File: src/design/cif_regs.svh
// Functional notes
// RULE1: Reset loads every configuration default and clears all input state to zero.
// RULE2: Nothing survives reset: counts, flags and outputs cleared, configuration set to its defaults.
// RULE3: Six filtered inputs in two count/direction/marker groups serve one to four channels.
// RULE4: Channel count comes from the counter-count field of configuration word 0.
// RULE5: One or two counters: existing channels take any mode and gate/preset.
// RULE6: Three counters: ch1, ch2 pulse/internal only; ch2 lacks gate/preset; ch3 absent.
// RULE7: Four counters: all pulse/internal; ch0, ch1 keep gate/preset, ch2, ch3 do not.
// RULE8: Each input picks its own filter: 5 ms, 500 us, 10 us or none.
// RULE9: 10 us filter blocks pulses up to 7.4 us, passes 25 us or wider.
// RULE10: 500 us filter blocks pulses up to 370 us, passes 1.25 ms or wider.
// RULE11: 5 ms filter blocks pulses up to 3.7 ms, passes 12.5 ms or wider.
// RULE12: Unfiltered path sees 250 ns pulses; counting rate still limited to 1 MHz.
// RULE13: Reported input state bits show filter inputs, untouched by inhibit or invert.
// RULE14: One indicator per input, lit while that input is on.
// RULE15: After power-up all indicators light briefly together before normal indication.
// RULE16: Filters are averaging low-pass; fast square waves may read as on.
// RULE17: Inputs are synchronised; filters are saturating up/down integrators with hysteresis.
// RULE18: Configurations not permitted by the counter count are rejected and flagged.
`ifndef CIF_REGS_SVH
`define CIF_REGS_SVH

`define CIF_ADDR_CFG      8'h00
`define CIF_ADDR_FSEL     8'h04
`define CIF_ADDR_MODE     8'h08
`define CIF_ADDR_STAT     8'h0C

`define CIF_RST_NSEL      2'h0
`define CIF_RST_FSEL      12'h000
`define CIF_RST_MODE      16'h1111

`define CIF_FSEL_NONE     2'h0
`define CIF_FSEL_SHORT    2'h1
`define CIF_FSEL_MID      2'h2
`define CIF_FSEL_LONG     2'h3

`define CIF_STAT_RAW_LSB  0
`define CIF_STAT_FLT_LSB  8
`define CIF_STAT_AV_LSB   16
`define CIF_STAT_ERR_BIT  24

`define CIF_RESP_OKAY     2'h0
`define CIF_RESP_SLVERR   2'h2

`define CIF_CLK_MHZ       125
`define CIF_FLT_SHORT_NS  10000
`define CIF_FLT_MID_NS    500000
`define CIF_FLT_LONG_NS   5000000
`define CIF_LAMP_MS       200

`endif

File: src/design/cif_pkg.sv
`default_nettype none
package cif_pkg;

    typedef enum logic [2:0] {
        CIF_MODE_PULSE_EXT = 3'b000,
        CIF_MODE_PULSE_INT = 3'b001,
        CIF_MODE_UP_DOWN   = 3'b010,
        CIF_MODE_QUAD_X1   = 3'b011,
        CIF_MODE_QUAD_X2   = 3'b100,
        CIF_MODE_QUAD_X4   = 3'b101
    } cif_mode_e;

    typedef enum logic {
        CIF_PH_LAMP = 1'b0,
        CIF_PH_RUN  = 1'b1
    } cif_phase_e;

    typedef struct packed {
        logic       gate_en;
        logic [2:0] mode;
    } cif_chan_cfg_s;

    typedef struct packed {
        logic marker;
        logic direction;
        logic count;
    } cif_group_s;

    typedef struct packed {
        cif_group_s grp1;
        cif_group_s grp0;
    } cif_inputs_s;

endpackage : cif_pkg
`default_nettype wire

File: src/design/cif_top.sv
// The address map and the AXI4-Lite slave port were decided locally.
`include "cif_regs.svh"
`default_nettype none
module cif_top #(
    parameter int FLT_SHORT_CYC = `CIF_FLT_SHORT_NS * `CIF_CLK_MHZ / 1000,
    parameter int FLT_MID_CYC   = `CIF_FLT_MID_NS * `CIF_CLK_MHZ / 1000,
    parameter int FLT_LONG_CYC  = `CIF_FLT_LONG_NS * `CIF_CLK_MHZ / 1000,
    parameter int LAMP_CYC      = `CIF_LAMP_MS * `CIF_CLK_MHZ * 1000
) (
    input  wire logic                     CLOCK,
    input  wire logic                     RST,
    input  wire logic                     CHAN0_COUNT_INPUT,
    input  wire logic                     CHAN0_DIRECTION_INPUT,
    input  wire logic                     CHAN0_MARKER_INPUT,
    input  wire logic                     CHAN1_COUNT_INPUT,
    input  wire logic                     CHAN1_DIRECTION_INPUT,
    input  wire logic                     CHAN1_MARKER_INPUT,
    input  wire logic [7:0]               AWADDR,
    input  wire logic                     AWVALID,
    output var  logic                     AWREADY,
    input  wire logic [31:0]              WDATA,
    input  wire logic [3:0]               WSTRB,
    input  wire logic                     WVALID,
    output var  logic                     WREADY,
    output var  logic [1:0]               BRESP,
    output var  logic                     BVALID,
    input  wire logic                     BREADY,
    input  wire logic [7:0]               ARADDR,
    input  wire logic                     ARVALID,
    output var  logic                     ARREADY,
    output var  logic [31:0]              RDATA,
    output var  logic [1:0]               RRESP,
    output var  logic                     RVALID,
    input  wire logic                     RREADY,
    output var  logic [5:0]               FILTERED_INPUTS,
    output var  logic [5:0]               INDICATORS,
    output var  logic [3:0]               CHAN_ENABLE,
    output var  cif_pkg::cif_chan_cfg_s [3:0] CHAN_CFG,
    output var  logic                     CFG_ERROR
);

    localparam int CNT_W  = $clog2(FLT_LONG_CYC + 1);
    localparam int LAMP_W = $clog2(LAMP_CYC + 1);

    function automatic logic [31:0] wmerge(input logic [31:0] old,
                                           input logic [31:0] d,
                                           input logic [3:0]  s);
        logic [31:0] r;
        r = old;
        for (int i = 0; i < 4; i++) begin
            if (s[i]) begin
                r[i*8 +: 8] = d[i*8 +: 8];
            end
        end
        return r;
    endfunction : wmerge

    function automatic logic cfg_ok(input logic [1:0] nsel, input logic [15:0] mw);
        logic                   ok;
        cif_pkg::cif_chan_cfg_s c;
        ok = 1'b1;
        for (int i = 0; i < 4; i++) begin
            c = mw[i*4 +: 4];
            if (2'(i) > nsel) begin
                if (c.gate_en) ok = 1'b0;                             // RULE5 RULE18
            end else begin
                if (c.mode > cif_pkg::CIF_MODE_QUAD_X4) ok = 1'b0;    // RULE18
                if (nsel == 2'h2 && i != 0 && c.mode != cif_pkg::CIF_MODE_PULSE_INT) begin
                    ok = 1'b0;                                        // RULE6
                end
                if (nsel == 2'h3 && c.mode != cif_pkg::CIF_MODE_PULSE_INT) begin
                    ok = 1'b0;                                        // RULE7
                end
                if (nsel >= 2'h2 && i >= 2 && c.gate_en) ok = 1'b0;   // RULE6 RULE7
            end
        end
        return ok;
    endfunction : cfg_ok

    function automatic logic [CNT_W-1:0] flt_limit(input logic [1:0] sel);
        case (sel)
            `CIF_FSEL_SHORT: return CNT_W'(FLT_SHORT_CYC);             // RULE9
            `CIF_FSEL_MID:   return CNT_W'(FLT_MID_CYC);               // RULE10
            `CIF_FSEL_LONG:  return CNT_W'(FLT_LONG_CYC);              // RULE11
            default:         return CNT_W'(1);
        endcase
    endfunction : flt_limit

    // Input synchronisers
    cif_pkg::cif_inputs_s pins;
    logic [5:0]           sync1_ff;
    logic [5:0]           raw_ff;

    assign pins.grp0 = {CHAN0_MARKER_INPUT, CHAN0_DIRECTION_INPUT, CHAN0_COUNT_INPUT};
    assign pins.grp1 = {CHAN1_MARKER_INPUT, CHAN1_DIRECTION_INPUT, CHAN1_COUNT_INPUT};

    always_ff @(posedge CLOCK or posedge RST) begin
        if (RST) begin
            sync1_ff <= 6'h00;                                        // RULE1
            raw_ff   <= 6'h00;
        end else begin
            sync1_ff <= pins;                                         // RULE17
            raw_ff   <= sync1_ff;
        end
    end

    // Configuration registers
    logic [1:0]  nsel_ff;
    logic [11:0] fsel_ff;
    logic [15:0] mode_ff;
    logic        err_ff;
    logic [3:0]  chan_en_ff;

    // Per-input integrating filters
    logic [CNT_W-1:0] cnt_ff [6];
    logic [5:0]       flt_ff;

    for (genvar g = 0; g < 6; g++) begin : g_flt
        wire [1:0]       sel    = fsel_ff[2*g +: 2];                  // RULE8
        wire [CNT_W-1:0] lim    = flt_limit(sel);
        wire             bypass = (sel == `CIF_FSEL_NONE);
        wire             up     = raw_ff[g] & (cnt_ff[g] < lim);
        wire             dn     = ~raw_ff[g] & (cnt_ff[g] != '0);
        wire [CNT_W-1:0] clamp  = (cnt_ff[g] > lim) ? lim : cnt_ff[g];
        wire [CNT_W-1:0] nxt_cnt;
        wire             nxt_flt;

        assign nxt_cnt = up ? cnt_ff[g] + CNT_W'(1) :                 // RULE16 RULE17
                         dn ? cnt_ff[g] - CNT_W'(1) : clamp;
        assign nxt_flt = bypass ? raw_ff[g] :                         // RULE12
                         (nxt_cnt >= lim) ? 1'b1 :                    // RULE17
                         (nxt_cnt == '0) ? 1'b0 : flt_ff[g];

        always_ff @(posedge CLOCK or posedge RST) begin
            if (RST) begin
                cnt_ff[g] <= '0;
                flt_ff[g] <= 1'b0;                                    // RULE2
            end else begin
                cnt_ff[g] <= nxt_cnt;
                flt_ff[g] <= nxt_flt;
            end
        end
    end

    // AXI4-Lite write channel
    logic       aw_got_ff;
    logic       w_got_ff;
    logic [7:0] wa_ff;
    logic [31:0] wd_ff;
    logic [3:0] ws_ff;
    logic       awready_ff;
    logic       wready_ff;
    logic       bvalid_ff;
    logic [1:0] bresp_ff;

    wire aw_hs    = AWVALID & awready_ff;
    wire w_hs     = WVALID & wready_ff;
    wire do_write = aw_got_ff & w_got_ff & ~bvalid_ff;
    wire [7:0] wa = {wa_ff[7:2], 2'b00};
    wire wr_cfg   = do_write & (wa == `CIF_ADDR_CFG);
    wire wr_fsel  = do_write & (wa == `CIF_ADDR_FSEL);
    wire wr_mode  = do_write & (wa == `CIF_ADDR_MODE);
    wire wr_stat  = do_write & (wa == `CIF_ADDR_STAT);
    wire wr_hit   = wr_cfg | wr_fsel | wr_mode | wr_stat;

    wire [31:0] m_cfg  = wmerge({30'h0, nsel_ff}, wd_ff, ws_ff);
    wire [31:0] m_fsel = wmerge({20'h0, fsel_ff}, wd_ff, ws_ff);
    wire [31:0] m_mode = wmerge({16'h0, mode_ff}, wd_ff, ws_ff);
    wire [1:0]  cand_nsel = wr_cfg ? m_cfg[1:0] : nsel_ff;             // RULE4
    wire [15:0] cand_mode = wr_mode ? m_mode[15:0] : mode_ff;
    wire        cfg_try   = wr_cfg | wr_mode;
    wire        cfg_good  = cfg_ok(cand_nsel, cand_mode);
    wire        cfg_bad   = cfg_try & ~cfg_good;                      // RULE18
    wire        err_clr   = wr_stat & ws_ff[3] & wd_ff[`CIF_STAT_ERR_BIT];

    wire nxt_aw_got = (aw_got_ff | aw_hs) & ~do_write;
    wire nxt_w_got  = (w_got_ff | w_hs) & ~do_write;
    wire nxt_bvalid = do_write | (bvalid_ff & ~BREADY);
    wire [1:0] nxt_bresp = do_write ?
                           ((wr_hit & ~cfg_bad) ? `CIF_RESP_OKAY : `CIF_RESP_SLVERR) :
                           bresp_ff;

    always_ff @(posedge CLOCK or posedge RST) begin
        if (RST) begin
            aw_got_ff  <= 1'b0;
            w_got_ff   <= 1'b0;
            awready_ff <= 1'b0;
            wready_ff  <= 1'b0;
            bvalid_ff  <= 1'b0;
            bresp_ff   <= `CIF_RESP_OKAY;
            wa_ff      <= 8'h00;
            wd_ff      <= 32'h0000_0000;
            ws_ff      <= 4'h0;
        end else begin
            aw_got_ff  <= nxt_aw_got;
            w_got_ff   <= nxt_w_got;
            awready_ff <= ~nxt_aw_got & ~nxt_bvalid;
            wready_ff  <= ~nxt_w_got & ~nxt_bvalid;
            bvalid_ff  <= nxt_bvalid;
            bresp_ff   <= nxt_bresp;
            if (aw_hs) wa_ff <= AWADDR;
            if (w_hs) begin
                wd_ff <= WDATA;
                ws_ff <= WSTRB;
            end
        end
    end

    always_ff @(posedge CLOCK or posedge RST) begin
        if (RST) begin
            nsel_ff    <= `CIF_RST_NSEL;                              // RULE1
            fsel_ff    <= `CIF_RST_FSEL;
            mode_ff    <= `CIF_RST_MODE;
            err_ff     <= 1'b0;                                       // RULE2
            chan_en_ff <= 4'h0;
        end else begin
            if (cfg_try & cfg_good) begin
                nsel_ff <= cand_nsel;                                 // RULE4
                mode_ff <= cand_mode;
            end
            if (wr_fsel) fsel_ff <= m_fsel[11:0];                     // RULE8
            err_ff     <= cfg_bad | (err_ff & ~err_clr);              // RULE18
            chan_en_ff <= 4'((5'h02 << nsel_ff) - 5'h01);             // RULE3 RULE5
        end
    end

    // AXI4-Lite read channel
    logic        arready_ff;
    logic        rvalid_ff;
    logic [31:0] rdata_ff;
    logic [1:0]  rresp_ff;

    wire [7:0]  ra    = {ARADDR[7:2], 2'b00};
    wire        ar_hs = ARVALID & arready_ff;
    wire [31:0] stat_word = ({26'h0, raw_ff} << `CIF_STAT_RAW_LSB) |   // RULE13
                            ({26'h0, flt_ff} << `CIF_STAT_FLT_LSB) |
                            ({28'h0, chan_en_ff} << `CIF_STAT_AV_LSB) |
                            ({31'h0, err_ff} << `CIF_STAT_ERR_BIT);
    wire        rd_hit = (ra == `CIF_ADDR_CFG) | (ra == `CIF_ADDR_FSEL) |
                         (ra == `CIF_ADDR_MODE) | (ra == `CIF_ADDR_STAT);
    wire [31:0] rd_mux = (ra == `CIF_ADDR_CFG)  ? {30'h0, nsel_ff} :
                         (ra == `CIF_ADDR_FSEL) ? {20'h0, fsel_ff} :
                         (ra == `CIF_ADDR_MODE) ? {16'h0, mode_ff} :
                         (ra == `CIF_ADDR_STAT) ? stat_word : 32'h0000_0000;
    wire        nxt_rvalid = ar_hs | (rvalid_ff & ~RREADY);

    always_ff @(posedge CLOCK or posedge RST) begin
        if (RST) begin
            arready_ff <= 1'b0;
            rvalid_ff  <= 1'b0;
            rdata_ff   <= 32'h0000_0000;
            rresp_ff   <= `CIF_RESP_OKAY;
        end else begin
            arready_ff <= ~nxt_rvalid;
            rvalid_ff  <= nxt_rvalid;
            if (ar_hs) begin
                rdata_ff <= rd_mux;
                rresp_ff <= rd_hit ? `CIF_RESP_OKAY : `CIF_RESP_SLVERR;
            end
        end
    end

    // Power-up lamp test, then live indication
    cif_pkg::cif_phase_e phase_ff;
    cif_pkg::cif_phase_e nxt_phase;
    logic [LAMP_W-1:0]   lamp_cnt_ff;
    logic [5:0]          ind_ff;

    wire lamp_done = (lamp_cnt_ff == LAMP_W'(LAMP_CYC - 1));

    always_comb begin
        case (phase_ff)
            cif_pkg::CIF_PH_LAMP: nxt_phase = lamp_done ? cif_pkg::CIF_PH_RUN :
                                                          cif_pkg::CIF_PH_LAMP;
            cif_pkg::CIF_PH_RUN:  nxt_phase = cif_pkg::CIF_PH_RUN;
            default:              nxt_phase = cif_pkg::CIF_PH_LAMP;
        endcase
    end

    always_ff @(posedge CLOCK or posedge RST) begin
        if (RST) begin
            phase_ff    <= cif_pkg::CIF_PH_LAMP;
            lamp_cnt_ff <= '0;
            ind_ff      <= 6'h00;                                     // RULE2
        end else begin
            phase_ff    <= nxt_phase;
            if (phase_ff == cif_pkg::CIF_PH_LAMP) lamp_cnt_ff <= lamp_cnt_ff + LAMP_W'(1);
            ind_ff      <= (phase_ff == cif_pkg::CIF_PH_LAMP) ? 6'h3F : // RULE15
                           raw_ff;                                    // RULE14
        end
    end

    assign AWREADY         = awready_ff;
    assign WREADY          = wready_ff;
    assign BVALID          = bvalid_ff;
    assign BRESP           = bresp_ff;
    assign ARREADY         = arready_ff;
    assign RVALID          = rvalid_ff;
    assign RDATA           = rdata_ff;
    assign RRESP           = rresp_ff;
    assign FILTERED_INPUTS = flt_ff;
    assign INDICATORS      = ind_ff;
    assign CHAN_ENABLE     = chan_en_ff;
    assign CHAN_CFG        = mode_ff;
    assign CFG_ERROR       = err_ff;

endmodule : cif_top
`default_nettype wire

File: config.mk
export PLATFORM = sky130hd
export DESIGN_NAME = cif_top
export DESIGN_NICKNAME = d
export VERILOG_FILES = /design/src/design/cif_pkg.sv /design/src/design/cif_top.sv
export VERILOG_INCLUDE_DIRS = /design/src /design/src/design
export SDC_FILE = /design/constraint.sdc
export NUM_CORES = 1
export LEC_CHECK = 0
export ABC_AREA = 1
export CORE_UTILIZATION = 65
export DETAILED_ROUTE_END_ITERATION = 12
export DONT_BUFFER_PORTS = 1
export PLACE_DENSITY = 0.81
export SYNTH_ARGS = -nofsm -noshare
export SYNTH_HDL_FRONTEND = slang
export SYNTH_SLANG_ARGS = --single-unit
File: constraint.sdc
create_clock -name CLOCK -period 23 [get_ports CLOCK]
set_input_delay 2.3 -clock CLOCK [delete_from_list [all_inputs] [get_ports CLOCK]]
set_output_delay 2.3 -clock CLOCK [all_outputs]
set_load 0.05 [all_outputs]
Word-level counts from Yosys, hierarchy flattened:

Index checks and enable logic that the tools add are counted.
Widths: inputs -> output; s select.

* latch bits: 0
* output and inout port bits: 74
* bits in registers: 285
* memory bits (read-only): 0
* input port bits: 65
* memory bits (writable): 0
* memories: 0

* reduce and logical (&&, ||, !) cells: 37
* order comparisons: 27
* equality and inequality tests: 31
* shift-type cells: 1
* multiplexer cells: 77
* div/mod/pow operators: 0
* $add $sub $neg: 14
* bitwise gates (word level): 66
* multipliers: 0

Operators with widths (number)
* $mux 20: 18
* $pmux 20 s3: 6
* $add 20x1->20 const B: 6
* $ge 20x20->1: 6
* $gt 20x20->1: 6
* $logic_not 20->1: 6
* $lt 20x20->1: 6
* $reduce_bool 20->1: 6
* $sub 20x1->20 const B: 6
* $mux 25: 4
* $mux 1: 40
* $and 1x1->1: 33
* $eq 2x2->1 const B: 14
* $add 25x1->25 const B: 1
* $eq 25x25->1 const B: 1
* $or 20x25->25: 1
* $eq 6x2->1 const B: 4
* $or 14x20->20: 1
* $not 1->1: 18
* $reduce_bool 3->1: 6
* $logic_not 8->1: 2
* $mux 16: 1
* $mux 8: 2
* $or 6x14->14: 1
* other kinds (16): 58

Longest topological paths before layout:

* word-level depth: 27
* mapped depth: 37
* depth with buffers taken out: 36

Worst setup path after synthesis:

OpenSTA, ideal clock, no wires.

* kind: flip-flop to flip-flop
* start: register fsel_ff[4]
* end: register flt_ff[2] (netlist: FILTERED_INPUTS[2])
* clock period less this slack: 3872 ps
* arrival time: 3748 ps
* setup time: 124 ps
* slack: 19128 ps
* stages on the path, launching flop included: 31
* path buffers: 1
* path through: dfrtp_1 > inv_1 > ha_1 > inv_1 > ha_1 > a21oi_1 > nand3b_1 > a21oi_1 > nor3_1 > nand3_1 > nand2_1 > inv_1 > buf_2 > o21ai_0 > a21oi_1 > a21oi_1 > inv_1 > ha_1 > a21boi_0 > o21ai_0 > nand2_1 > a21oi_1 > nand2_1 > nand3_1 > nand2_1 > nand2_1 > nand3_1 > nand2_1 > nand2_1 > a21oi_1 > a21oi_1

* word-level cells in the longest chain between the ends: 9
* elaborated cells on any way between the ends: 16
* those cells by class: order compare (3); eq/ne (3); mux (6); bitwise (1); reduce/logical (3)

RTL lines
* start: declaration: RTL line cif_top.sv:109 `logic [11:0] fsel_ff;`
* start signal: assignment: RTL line cif_top.sv:212 `` fsel_ff <= `CIF_RST_FSEL; ``
* start signal: assignment: RTL line cif_top.sv:221 `if (wr_fsel) fsel_ff <= m_fsel[11:0];`
* $eq 2x2->1 or $eq 2x1->1 (tied branches): RTL line cif_top.sv:81 `case (sel)`
* $pmux 20 s3 (*): RTL line cif_top.sv:81
* $gt 20x20->1: RTL line cif_top.sv:124 `wire [CNT_W-1:0] clamp = (cnt_ff[g] > lim) ? lim : cnt_ff[g];`
* $mux 20: RTL line cif_top.sv:124
* $mux 20: RTL line cif_top.sv:129 `dn ? cnt_ff[g] - CNT_W'(1) : clamp;`
* $mux 20 (*): RTL line cif_top.sv:128 `assign nxt_cnt = up ? cnt_ff[g] + CNT_W'(1) :`
* named net g_flt[2].nxt_cnt[1]: RTL line cif_top.sv:125 `wire [CNT_W-1:0] nxt_cnt;`
* $ge 20x20->1: RTL line cif_top.sv:131 `(nxt_cnt >= lim) ? 1'b1 :`
* $mux 1: RTL line cif_top.sv:131
* $mux 1: RTL line cif_top.sv:130 `assign nxt_flt = bypass ? raw_ff[g] :`
* end signal: indexed assignment: RTL line cif_top.sv:140 `flt_ff[g] <= nxt_flt;`
* end: declaration: RTL line cif_top.sv:116 `logic [5:0] flt_ff;`

Mark *: on every way through the listed nets, which the timed path passes. The rest lies on a longest branch.
A chain may end at the register's enable or synchronous reset.

Worst setup path in the final report:

* start: register fsel_ff[5]
* end: register flt_ff[2] (netlist: FILTERED_INPUTS[2])

Same word-level chain as after synthesis.

==> impl_metrics.toml <==
[clocking]
root_buffer = "clkbuf_16"
cts.sink_count = 261
cts_post_setup_buffers_inserted = 0
holdBufCountCts = 0
cts.clk_slew.worst_paths_ps = 60
cts_tree = "done"
cts_made_buffers = 30
insertion_delay_ps = 580
cts_buffer_depth = 3
cts_resized = 0
htreeDepth = 1

[drt]
drt_first_iter_violations = 1877
vias_per_cell = 6.049
wl_per_cell_um = 18.30
num_vias = 21849
antenna_left = 0
drt-pass1-iter-count = 6
drt-total-wl_um = 66100
drc = 0

[logic_synthesis]
async_flop_share_pct = 100.0
syn-cell-area_um2 = 22480
synth_compound_area_share_pct = 12.36
yosysUniqueCellTypes = 62
synth.avg_cell_area_um2 = 7.006
yosys_warnings = 0
synth_xor_area_share_pct = 6.742
synth_edf_count = 0
yosys.area_share.simple_pct = 29.29
ys_ff_latch = 261
synth_top_area_share_pct = 28.61
synthFlopType = "dfrtp_1"
yosys-top-cells-area = "dfrtp_1 (29%), nand2_1 (13%), ha_1 (13%), inv_1 (6.7%), xor2_1 (5.8%)"
synth_mux_area_share_pct = 0.3507
yosysSeqAreaShare_pct = 29.08
synth_top_family_by_area = "simple AND/OR/NAND/NOR gates"
yosysTopAreaCell = "dfrtp_1"
synthAdderAreaFrac_pct = 12.58
syn-instance-count = 3208

[sta]
fin_crit_sh_pct = 23.55
post-route-min-period_ps = 5416
tightestPinTransition_ps = 1083
setup_viol = 0
drv_slew = 0
hold_viol = 0
relSlewSlack_pct = 27.57
tns_ps = 0
max_freq_ghz = 0.1846
fin_ws_ps = 17580
rsz0062_at_grt = "no"
clock_skew_ps = 11.06
worst_hold_slack_ps = 348.5

[final_layout]
syn_to_final_growth_pct = 5.110
fin_cells = 3612
final_cell_mix = "nand2_1 (763), inv_1 (403), nor2_1 (299)"
layout_commonest_cell = "nand2_1"
fin_util_pct = 69.93
nNetsFinal = 3428
n_fill_cell = 2872
drive_gt1_share_pct = 4.144

[hold_path]
hp-class = "flip-flop to flip-flop"
hold_start = "sync1_ff[5]$_DFF_PP0_"

[die]
start_util_pct = 66.53
num_rows = 67
core_um2 = 33780
io_pins = 139
die_w_um = 188.0
die_y_um = 188.0
die_area_um2 = 35330

[worst_setup_path]
ff2ff_setup_slack_ps = 17580
path_class = "flip-flop to flip-flop"
reg2reg_depth = 31
start_kind = "flip-flop"
slowest_stage = "inv_1"
rr_startpoint = "fsel_ff[5]$_DFFE_PP0P_"
arrival_ps = 5880
cp_num_cells = 31
crit_start = "fsel_ff[5]$_DFFE_PP0P_"
crit_top_cell = "nand2_1"
end_kind = "flip-flop"
critPathMaxFanout = 16
cp_num_buf_inv = 5
worstReg2RegEnd = "FILTERED_INPUTS[2]$_DFFE_PP0P_"
crit_family = "simple AND/OR/NAND/NOR gates"
crit_path_end = "FILTERED_INPUTS[2]$_DFFE_PP0P_"
critPathRequiredTime_ps = 23470
critPathMaxStageDelay_ps = 520

[placed_design]
gp_congestion = 0.9699
dp_hpwl_um = 49580
port_buffers = 0
place_inst = 3553
dp_slack_ps = 17790

[power]
p_leak_nw = 11.57
irDropWorstVdd_mv = 0.1000
p_per_area_nw_per_um2 = 148.8

[grt]
grt_max_degree = 116
antenna_found_initial = 4
grtUsageTotal_pct = 37.09
grt_pass1_wl_um = 105700
overflow = 0
grt_pass1_vias = 20698

[outcome]
outcome = "finished clean"

[run]
max-cap-violations = 0
[synthesized netlist by cell type (all sizes together), types with 2 or more instances]
cell and count:
nor3b 9, dfstp 4, ha 226, a31oi 13
nor2 303, conb 2, or3 3, nor3 64
clkinv 4, mux2 7, nand2 769, a22o 2
inv 412, buf 55, a21oi 125, clkbuf 67
nand4 72, o21a 16, a221oi 8, o31a 2
o21ai 240, xor2 148, o21bai 5, xnor2 25
o211ai 23, a21boi 5, or2 10, a22oi 7
a211oi 7, dfrtp 257, o22ai 18, nand3b 10
o31ai 9, nand3 225, nor4 44, o211a 2
[registers in the layout (all words and copies together) (netlist names), 2 cells and up, named ones only]
name	flops
CHAN_CFG	15
INDICATORS	6
fsel_ff	12
wd_ff	17
CHAN_ENABLE	4
RDATA	21
FILTERED_INPUTS	6
raw_ff	6
lamp_cnt_ff	25
sync1_ff	6
ws_ff	3
wa_ff	6
cnt_ff	120
nsel_ff	2
[cells by family (layout without fill, tap and decap cells)]
| group | Yosys count | in the layout |
|---|---|---|
| simple gates | 1513 | 1513 |
| buf+inv | 538 | 479 |
| compound gates | 488 | 488 |
| flops | 261 | 261 |
| fa+ha+maj | 226 | 226 |
| xor+xnor | 173 | 173 |
| mux | 7 | 7 |
| other cells | 2 | 17 |
[per-layer routing]
layer | up-vias | global-route usage (%) | share of wire (%)
li1 | 10419 | - | -
met1 | 10214 | 48.70 | 41
met2 | 1041 | 59.77 | 45
met3 | 173 | 6.027 | 8.6
met4 | 2 | 17.45 | 4.6
met5 | - | 0 | 0.018
[metrics by stage]
step           power [mW]  area [µm²]
4_1_cts             3.470       23620
5_1_grt             3.835       23620
6_report            3.516       23620
3_3_place_gp        2.846       22570
2_1_floorplan       2.399       22520
3_5_place_dp        2.944       22570
[where the power goes]
group	total, mW	internal (mW)	switching, mW
combinational	2.10	0.731	1.37
sequential	0.905	0.597	0.307
clock	0.507	0.294	0.213
[area by class of cell]
cell class	count	area [µm²]	area share (%)
repair buffers	7	52.55	0.2224
diodes	3	7.507	0.03178
clock inverters	19	210.2	0.8898
well taps	448	560.5	2.373
inverters	416	1569	6.642
flip-flops and latches	261	6536	27.67
clock buffers	37	838.3	3.549
multi-input cells	2421	13850	58.62
[worst min-delay path by stage]
stage                                endpoint  cells after the start  slack, ps
after floorplan           raw_ff[0]$_DFF_PP0_                      0        330
after global placement    raw_ff[0]$_DFF_PP0_                      0        330
after detailed placement  raw_ff[5]$_DFF_PP0_                      0        330
after CTS                 raw_ff[5]$_DFF_PP0_                      0        350
after global routing      raw_ff[4]$_DFF_PP0_                      0        350
final                     raw_ff[5]$_DFF_PP0_                      0        350
(Power assumes the default switching activity.)
